File: src/rtl/sarcc_pkg.sv
package sarcc_pkg;
    localparam int clock_period_ns = 5;
    localparam int data_width = 16;
    // Conversion and link times in their own units
    localparam int conversion_time_ns = 180;
    localparam int start_low_min_ns = 20;
    localparam int start_high_min_ns = 100;
    localparam int reset_resume_ns = 100;
    localparam int powerdown_resume_us = 5;
    localparam int analog_resume_ms = 25;
    localparam int reset_only_max_ns = 500;
    localparam int powerdown_low_min_ns = 1500;
    localparam int quiet_before_ns = 30;
    localparam int quiet_after_ns = 10;
    // Longest time and analog resume round down, other least times round up
    localparam int conversion_cycles = conversion_time_ns / clock_period_ns;
    localparam int start_low_cycles =
        (start_low_min_ns + clock_period_ns - 1) / clock_period_ns;
    localparam int start_high_cycles =
        (start_high_min_ns + clock_period_ns - 1) / clock_period_ns;
    localparam int reset_resume_cycles =
        (reset_resume_ns + clock_period_ns - 1) / clock_period_ns;
    localparam int powerdown_resume_cycles =
        (powerdown_resume_us * 1000 + clock_period_ns - 1) / clock_period_ns;
    localparam int analog_resume_cycles =
        analog_resume_ms * 1000000 / clock_period_ns;
    localparam int powerdown_low_cycles =
        (powerdown_low_min_ns + clock_period_ns - 1) / clock_period_ns;
    localparam int quiet_before_cycles =
        (quiet_before_ns + clock_period_ns - 1) / clock_period_ns;
    localparam int quiet_after_cycles =
        (quiet_after_ns + clock_period_ns - 1) / clock_period_ns;
    localparam logic [15:0] result_reset = 16'h0000;
    localparam int count_width = 24;
    typedef enum logic [1:0] {
        sarcc_sample,
        sarcc_convert,
        sarcc_hold_wait
    } sarcc_phase_type;
    typedef enum logic [2:0] {
        sarcc_h_wake,
        sarcc_h_idle,
        sarcc_h_start,
        sarcc_h_busy,
        sarcc_h_read,
        sarcc_h_gap
    } sarcc_host_state_type;
endpackage : sarcc_pkg

File: src/rtl/sarcc_link.sv
`timescale 1ns/1ps
interface sarcc_link;
    logic conversion_start_n;
    logic reset_powerdown_n;
    logic analog_output_powerdown_n;
    logic chip_select_n;
    logic read_n;
    logic busy;
    logic [15:0] result_bus_out;
    logic [15:0] result_bus_enable;
    modport device (
        input conversion_start_n, reset_powerdown_n,
        input analog_output_powerdown_n, chip_select_n, read_n,
        output busy, result_bus_out, result_bus_enable
    );
    modport host (
        output conversion_start_n, reset_powerdown_n,
        output analog_output_powerdown_n, chip_select_n, read_n,
        input busy, result_bus_out, result_bus_enable
    );
endinterface : sarcc_link

File: src/rtl/sarcc_device.sv
`timescale 1ns/1ps
module sarcc_device (
    // Clock and reset
    input wire logic clock,
    input wire logic reset,
    // Link
    sarcc_link.device link,
    // Analog core side
    input wire logic signed [15:0] sample_code,
    output logic input_connected,
    output logic hold_strobe,
    output logic converter_powered,
    output logic analog_outputs_powered
);
    // Bit of each pin in the synchroniser bank
    localparam int pin_count = 5;
    localparam int pin_start = 4;
    localparam int pin_reset = 3;
    localparam int pin_apd = 2;
    localparam int pin_cs = 1;
    localparam int pin_rd = 0;
    // Strobes idle high; reset and powerdowns seen active
    localparam logic [4:0] pin_reset_level = 5'h13;
    logic [4:0] pin_raw, pin_safe;
    logic start_fall, in_reset, start_high, read_on, apd_low;
    sarcc_pkg::sarcc_phase_type phase, next_phase;
    logic [sarcc_pkg::count_width-1:0] count, next_count;
    logic [sarcc_pkg::count_width-1:0] low_count, next_low_count;
    logic [15:0] held, next_held, result, next_result;
    logic [15:0] bus_out, next_bus_out;
    logic bus_en, next_bus_en, busy_q, next_busy, pd_q, next_pd;
    logic start_prev, next_start_prev, aout_on, next_aout_on;
    logic connected, next_connected, hold_q, next_hold;

    // Capture and reconnection both key off the sample phase
    function automatic logic is_sampling(
        input sarcc_pkg::sarcc_phase_type p
    );
        return p == sarcc_pkg::sarcc_sample;
    endfunction : is_sampling

    assign pin_raw = {link.conversion_start_n, link.reset_powerdown_n,
        link.analog_output_powerdown_n, link.chip_select_n, link.read_n};

    // Pins are asynchronous: two flops before use
    for (genvar i = 0; i < pin_count; i++) begin : g_sync
        logic meta, safe, next_meta, next_safe;
        always_comb begin
            next_meta = pin_raw[i];
            next_safe = meta;
        end
        always_ff @(posedge clock or posedge reset) begin
            if (reset) begin
                meta <= pin_reset_level[i];
                safe <= pin_reset_level[i];
            end else begin
                meta <= next_meta;
                safe <= next_safe;
            end
        end
        assign pin_safe[i] = safe;
    end

    assign start_high = pin_safe[pin_start];
    assign in_reset = !pin_safe[pin_reset];
    assign apd_low = !pin_safe[pin_apd];
    assign read_on = !pin_safe[pin_cs] && !pin_safe[pin_rd];
    assign start_fall = start_prev && !start_high;

    // Long low on the reset pin also powers the converter down
    always_comb begin
        next_low_count = '0;
        next_pd = 1'b0;
        if (in_reset) begin
            next_low_count = low_count;
            next_pd = pd_q;
            if (low_count < sarcc_pkg::count_width'(
                    sarcc_pkg::powerdown_low_cycles))
                next_low_count = low_count + 1'b1;
            else
                next_pd = 1'b1;
        end
        // Analog outputs drop only with both powerdowns
        next_aout_on = !(next_pd && apd_low);
    end

    always_ff @(posedge clock or posedge reset) begin
        if (reset) begin
            low_count <= '0;
            pd_q <= 1'b0;
            aout_on <= 1'b1;
        end else begin
            low_count <= next_low_count;
            pd_q <= next_pd;
            aout_on <= next_aout_on;
        end
    end

    always_comb begin
        next_phase = phase;
        next_count = count;
        next_held = held;
        next_result = result;
        next_busy = busy_q;
        if (in_reset) begin
            // Abort at once, whatever the phase
            next_phase = sarcc_pkg::sarcc_sample;
            next_busy = 1'b0;
            next_count = '0;
        end else begin
            case (phase)
                sarcc_pkg::sarcc_sample: begin
                    if (start_fall) begin
                        next_held = sample_code;
                        next_busy = 1'b1;
                        next_count = '0;
                        next_phase = sarcc_pkg::sarcc_convert;
                    end
                end
                sarcc_pkg::sarcc_convert: begin
                    // Further strobes ignored until done
                    next_count = count + 1'b1;
                    if (count == sarcc_pkg::count_width'(
                            sarcc_pkg::conversion_cycles - 2)) begin
                        next_result = held;
                        next_busy = 1'b0;
                        next_phase = start_high ?
                            sarcc_pkg::sarcc_sample :
                            sarcc_pkg::sarcc_hold_wait;
                    end
                end
                sarcc_pkg::sarcc_hold_wait: begin
                    if (start_high)
                        next_phase = sarcc_pkg::sarcc_sample;
                end
                default: next_phase = sarcc_pkg::sarcc_sample;
            endcase
        end
    end

    always_ff @(posedge clock or posedge reset) begin
        if (reset) begin
            phase <= sarcc_pkg::sarcc_sample;
            count <= '0;
            held <= sarcc_pkg::result_reset;
            result <= sarcc_pkg::result_reset;
            busy_q <= 1'b0;
        end else begin
            phase <= next_phase;
            count <= next_count;
            held <= next_held;
            result <= next_result;
            busy_q <= next_busy;
        end
    end

    // Connection follows the next phase so it cuts off as busy rises
    always_comb begin
        next_start_prev = start_high;
        // Drive only on select and read low
        next_bus_en = read_on;
        next_bus_out = next_bus_en ? result : 16'h0000;
        next_connected = is_sampling(next_phase);
        next_hold = start_fall && !in_reset && is_sampling(phase);
    end

    always_ff @(posedge clock or posedge reset) begin
        if (reset) begin
            start_prev <= 1'b1;
            bus_out <= 16'h0000;
            bus_en <= 1'b0;
            connected <= 1'b1;
            hold_q <= 1'b0;
        end else begin
            start_prev <= next_start_prev;
            bus_out <= next_bus_out;
            bus_en <= next_bus_en;
            connected <= next_connected;
            hold_q <= next_hold;
        end
    end

    assign link.busy = busy_q;
    assign link.result_bus_out = bus_out;
    assign link.result_bus_enable = {16{bus_en}};
    assign input_connected = connected;
    assign hold_strobe = hold_q;
    assign converter_powered = !pd_q;
    assign analog_outputs_powered = aout_on;
endmodule : sarcc_device

File: src/flat_wrapper.sv
// flat-port wrapper written by rule: the top's interface ports become plain ports
module sarcc_device_flat 
  (clock, reset, sample_code, input_connected, hold_strobe, converter_powered, analog_outputs_powered, link_conversion_start_n, link_reset_powerdown_n, link_analog_output_powerdown_n, link_chip_select_n, link_read_n, link_busy, link_result_bus_out, link_result_bus_enable);
  sarcc_link link_i ();
  input wire logic clock;
  input wire logic reset;
  input wire logic signed [15:0] sample_code;
  output logic input_connected;
  output logic hold_strobe;
  output logic converter_powered;
  output logic analog_outputs_powered;
  input wire logic [$bits(link_i.conversion_start_n)-1:0] link_conversion_start_n;
  input wire logic [$bits(link_i.reset_powerdown_n)-1:0] link_reset_powerdown_n;
  input wire logic [$bits(link_i.analog_output_powerdown_n)-1:0] link_analog_output_powerdown_n;
  input wire logic [$bits(link_i.chip_select_n)-1:0] link_chip_select_n;
  input wire logic [$bits(link_i.read_n)-1:0] link_read_n;
  output wire logic [$bits(link_i.busy)-1:0] link_busy;
  output wire logic [$bits(link_i.result_bus_out)-1:0] link_result_bus_out;
  output wire logic [$bits(link_i.result_bus_enable)-1:0] link_result_bus_enable;
  assign link_i.conversion_start_n = link_conversion_start_n;
  assign link_i.reset_powerdown_n = link_reset_powerdown_n;
  assign link_i.analog_output_powerdown_n = link_analog_output_powerdown_n;
  assign link_i.chip_select_n = link_chip_select_n;
  assign link_i.read_n = link_read_n;
  assign link_busy = link_i.busy;
  assign link_result_bus_out = link_i.result_bus_out;
  assign link_result_bus_enable = link_i.result_bus_enable;
  sarcc_device u_core (.clock(clock), .reset(reset), .link(link_i), .sample_code(sample_code), .input_connected(input_connected), .hold_strobe(hold_strobe), .converter_powered(converter_powered), .analog_outputs_powered(analog_outputs_powered));
endmodule
File: config.mk
export PLATFORM = sky130hd
export DESIGN_NAME = sarcc_device_flat
export DESIGN_NICKNAME = d
export VERILOG_FILES = /design/src/rtl/sarcc_pkg.sv /design/src/rtl/sarcc_link.sv /design/src/rtl/sarcc_device.sv /design/src/flat_wrapper.sv
export SDC_FILE = /design/constraint.sdc
export NUM_CORES = 1
export LEC_CHECK = 0
export ABC_AREA = 1
export BUFFER_PORTS_ARGS = -buffer_cell sky130_fd_sc_hd__buf_2
export CAP_MARGIN = 20
export CORE_MARGIN = 2
export CORE_UTILIZATION = 50
export CTS_BUF_LIST = sky130_fd_sc_hd__clkbuf_16
export CTS_CLUSTER_DIAMETER = 150
export DETAILED_ROUTE_END_ITERATION = 12
export GPL_TIMING_DRIVEN = 0
export PLACE_DENSITY = 0.76
export SLEW_MARGIN = 5
export SYNTH_ARGS = -nofsm -noshare
export SYNTH_HDL_FRONTEND = slang
export SYNTH_SLANG_ARGS = --single-unit
File: constraint.sdc
create_clock -name clock -period 4.17 [get_ports clock]
set_clock_uncertainty 0.15 [all_clocks]
set_input_delay 1.0425 -clock clock [delete_from_list [all_inputs] [get_ports clock]]
set_output_delay 1.0425 -clock clock [all_outputs]
set_load 0.05 [all_outputs]
# After elaboration in Yosys (flattened, before gate mapping)
# Index checks and enable logic that the tools add are counted.
[totals] elab_cells=68 out_inout_bits=37 regBits=115 inputBits=23
[classes] n_addsub=2 n_mux=18 n_eq_ne=6 order_cmp=1 n_reduce_logical=18
[ops] operator="$mux 24" count=4
[ops] operator="$add 24x1->24 const B" count=2
[ops] operator="$pmux 24 s2" count=1
[ops] operator="$eq 24x6->1 const B" count=1
[ops] operator="$lt 24x9->1 const B" count=1
[ops] operator="$mux 16" count=1
[ops] operator="$mux 2" count=5
[ops] operator="$reduce_and 3->1" count=3
[ops] operator="$logic_not 1->1" count=6
[ops] operator="$ne 3x3->1 const B" count=2
[ops] operator="$pmux 2 s3" count=1
[ops] operator="$logic_and 1x1->1" count=5
[ops] operator="$mux 1" count=5
[ops] operator="$logic_not 2->1" count=2
[ops] operator="$ne 3x2->1 const B" count=1
[ops] operator="$eq 2x1->1 const B" count=1
[ops] operator="$eq 2x2->1 const B" count=1
[ops] operator="$pmux 1 s2" count=1
[ops] operator="$reduce_and 2->1" count=1
[ops] operator="$reduce_bool 2->1" count=1

# Longest topological paths before layout
[depth] word_depth=6 mapped_depth=10

# Least setup slack after synthesis
# OpenSTA, ideal clock, no wires.
[synth_path] path_type="reg-to-output" start="register u_core.bus_en" end="output link_result_bus_enable[0]" arrival_time_ns=0.798 stages_incl_launch_ff=2 setup_slack_ns=2.179 n_path_buf=1 path_cell_list="dfrtp_1 > buf_4"
[synth_lines] element="start, declared" line_no="sarcc_device.sv:31" source="logic bus_en, next_bus_en, busy_q, next_busy, pd_q, next_pd;"
[synth_lines] element="start signal, assigned" line_no="sarcc_device.sv:177" source="bus_en <= next_bus_en;"
[synth_lines] element="end, declared" line_no="flat_wrapper.sv:19" source="output wire logic [$bits(link_i.result_bus_enable)-1:0] link_result_bus_enable;"
# No word-level cell between the ends.

# Final worst setup path
[layout_path] start="register u_core.bus_en" end="output link_result_bus_enable[3]"
# No word-level cell between the ends.

==> results.py <==
metrics = {
    "timing": {
        "setup_ws_ps": 1502,
        "setup-violations-final": 0,
        "report.final.slew_viol_count": 0,
        "rsz0062_at_grt": "false",
        "fin_setup_tns_ps": 0,
        "maxSlewHeadroom_pct": 53.33,
        "clock.fmax_ghz": 0.3747,
        "min_period_ps": 2668,
        "hold_viol": 0,
        "worst_pin_slew_ps": 698.5,
        "finalCritPeriodShare_pct": 63.99,
    },
    "grt": {
        "grt_max_degree": 39,
        "grtUsageTotal_pct": 21.98,
        "grt.overflow.total": 0,
        "grt_pass1_wl_mm": 19.47,
        "first_global_vias": 4123,
        "antenna_found_initial": 0,
    },
    "worst_hold_path": {
        "hp-class": "flop to flop",
    },
    "cells_and_area": {
        "fillCellCount": 884,
        "multi_input_area_um2": 1819,
        "syn_to_final_growth_pct": 20.62,
        "drive_gt1_share_pct": 19.23,
        "layout.nets": 741,
        "seq_area_um2": 2889,
        "layout_commonest_cell": "nand2_1",
        "instances_no_fill": 864,
        "mostFrequentLayoutCells": "197 x nand2_1, 106 x dfrtp_1, 98 x nor2_1",
        "diodes": 0,
    },
    "floorplan": {
        "core_area_um2": 10230,
        "die_w_um": 106.0,
        "die-area_um2": 11230,
        "rows": 37,
        "dieHeight_um": 106.0,
        "start_util_pct": 50.84,
        "num_io_pins": 60,
    },
    "synthesis": {
        "syn_inst": 634,
        "synthDistinctLibCells": 29,
        "yosys-top-cells-area": "dfrtp_1 51%, nand2_1 14%, nor2_1 7.1%, inv_1 5.1%, nand3_1 4.7%",
        "syn_nets": 660,
        "synth.largest_area_cell": "dfrtp_1",
        "synth-seq-area-share_pct": 55.54,
        "synth_area_um2": 5201,
        "yosysWarnings": 0,
        "yosys.area.top_type_share_pct": 51.00,
        "syn_avg_cell_area_um2": 8.204,
        "ys_seq_elements": 115,
    },
    "detailed_routing": {
        "postRouteAntennaNets": 0,
        "drt_iter0_markers": 300,
        "drtPass1Iterations": 4,
        "wirelength_mm": 11.46,
        "viasPerCell": 4.933,
        "drc_errors": 0,
        "vias": 4262,
        "routedWlPerCell_um": 13.26,
    },
    "worst_setup_path": {
        "criticalPathCategory": "flop to output pin",
        "cp.required_ps": 2980,
        "crit_fanout": 16,
        "critPathMaxStageDelay_ps": 620,
        "cp.buffers_inverters": 2,
        "start_kind": "flop",
        "cpMaxStageDelayCell": "dfrtp_1",
        "worstSetupEndpointType": "output pin",
        "arrival_ps": 1480,
        "path_delay_family": "flip-flops",
        "crit_path_cell_trace": "buf_4 -> buf_2",
    },
    "power_and_ir_drop": {
        "p_per_area_nw_per_um2": 429.9,
        "ir_drop_uv": 310.8,
        "p_leak_nw": 3.213,
    },
    "placement": {
        "numPortBuffers": 59,
        "dp_hpwl_mm": 8.011,
        "dp.cells": 832,
        "gp_congestion": 0.9185,
        "dpl_worst_slack_ps": 1771,
    },
    "clock_network": {
        "postCtsHoldBufs": 0,
        "cts_sinks": 115,
        "clock_path_buffers": 2,
        "post_cts_buffers": 0,
        "cts_buffers": 17,
        "clk_pin_slew_ps": 50,
        "h-tree-depth": 4,
        "cts-root-buf": "clkbuf_16",
        "cts_tree": "done",
        "clock_latency_ps": 410,
        "cts_resized": 0,
    },
    "outcome": {
        "status": "completed",
    },
    "job": {
        "max_cap_violations": 0,
    },
}
-- stage by stage --
stage	hold WS, ps	cell area (µm²)	util [%]	power (mW)
6_report	196.8	6274	61.32	2.697
5_1_grt	206.1	6274	61.32	2.795
4_1_cts	198.9	6274	61.32	2.712
3_5_place_dp	186.4	5738	56.08	1.418
3_3_place_gp	184.0	5670	55.42	1.402
2_1_floorplan	181.2	5205	-	1.351
-- kinds of logic (layout without fill, tap and decap cells) --
logic type                 after synthesis  in the layout  share of synthesized area (%)
and+or+nand+nor                        381            381                          30.86
DFF                                    115            115                          55.54
buffers and inverters                  106            200                          9.478
AOI/OAI and AO/OA                       22             22                          2.213
xor gates and xnor gates                 7              7                          1.179
adders and majority gates                3              3                         0.7218
-- power by group --
| group | internal (mW) | switching [mW] | total (mW) |
|---|---|---|---|
| combinational | 0.0601 | 0.137 | 0.197 |
| sequential | 1.17 | 0.0330 | 1.20 |
| clock | 0.761 | 0.538 | 1.30 |
| total | 1.99 | 0.707 | 2.70 |
-- path summary, 6_finish.rpt --
| path | start | depth (start not counted) | slack (ps) | to |
|---|---|---|---|---|
| max reg2reg | u_core.count[0]$_DFFE_PP0P_ | 8 | 2130 | u_core.count[10]$_DFFE_PP0P_ |
| min | u_core.g_sync[3].meta$_DFF_PP0_ | 0 | 200 | u_core.g_sync[3].safe$_DFF_PP0_ |
| min reg2reg | u_core.g_sync[3].meta$_DFF_PP0_ | 0 | 200 | u_core.g_sync[3].safe$_DFF_PP0_ |
| min in group asynchronous | reset | 2 | 590 | u_core.low_count[7]$_DFFE_PP0P_ |
| max in group asynchronous | reset | 5 | 2270 | u_core.count[4]$_DFFE_PP0P_ |
| max | u_core.bus_en$_DFF_PP0_ | 2 | 1500 | link_result_bus_enable[3] |
-- flip-flops by register name, indices dropped and copies added, names as in the netlist --
register                       cells
u_core.input_connected             1
u_core.start_prev                  1
u_core.bus_en                      1
u_core.held                       16
u_core.result                     16
u_core.hold_strobe                 1
u_core.phase                       2
u_core.link.busy                   1
u_core.link.result_bus_out        16
u_core.analog_outputs_powered      1
u_core.g_sync.meta                 5
u_core.low_count                  24
u_core.count                      24
u_core.pd_q                        1
u_core.g_sync.safe                 5
-- final cells by class --
class	count	share of cell area [%]
clock inverters	15	1.755
plain buffers	30	3.291
inverters	76	4.627
multi-input cells	413	29.00
repair buffers	62	5.784
clock buffers	17	6.781
flip-flops and latches	115	46.05
well taps	136	2.712
-- metal layers --
metal | share of wire (%) | vias up | GRT usage (%)
met5 | 0 | - | 0
met4 | 1.2 | 0 | 7.613
met3 | 4.5 | 13 | 4.905
met2 | 47 | 110 | 33.87
met1 | 47 | 2025 | 30.97
li1 | - | 2114 | -
-- Yosys cell counts --
cell,count
nand2_1,197
dfrtp_1,106
nor2_1,98
inv_1,71
nand3_1,49
buf_4,20
nand4_1,15
o21ai_0,11
a21oi_1,9
dfstp_2,9
nand3b_1,7
nor3_1,6
xor2_1,6
inv_2,4
buf_2,3
clkbuf_1,3
ha_1,3
nand2_2,3
and3_1,2
buf_1,2
buf_6,2
a21boi_0,1
clkinv_2,1
nand2_4,1
nor2_2,1
nor2_4,1
nor3_4,1
o21bai_1,1
xnor2_1,1
No activity file was read; power rests on OpenSTA's default activity.
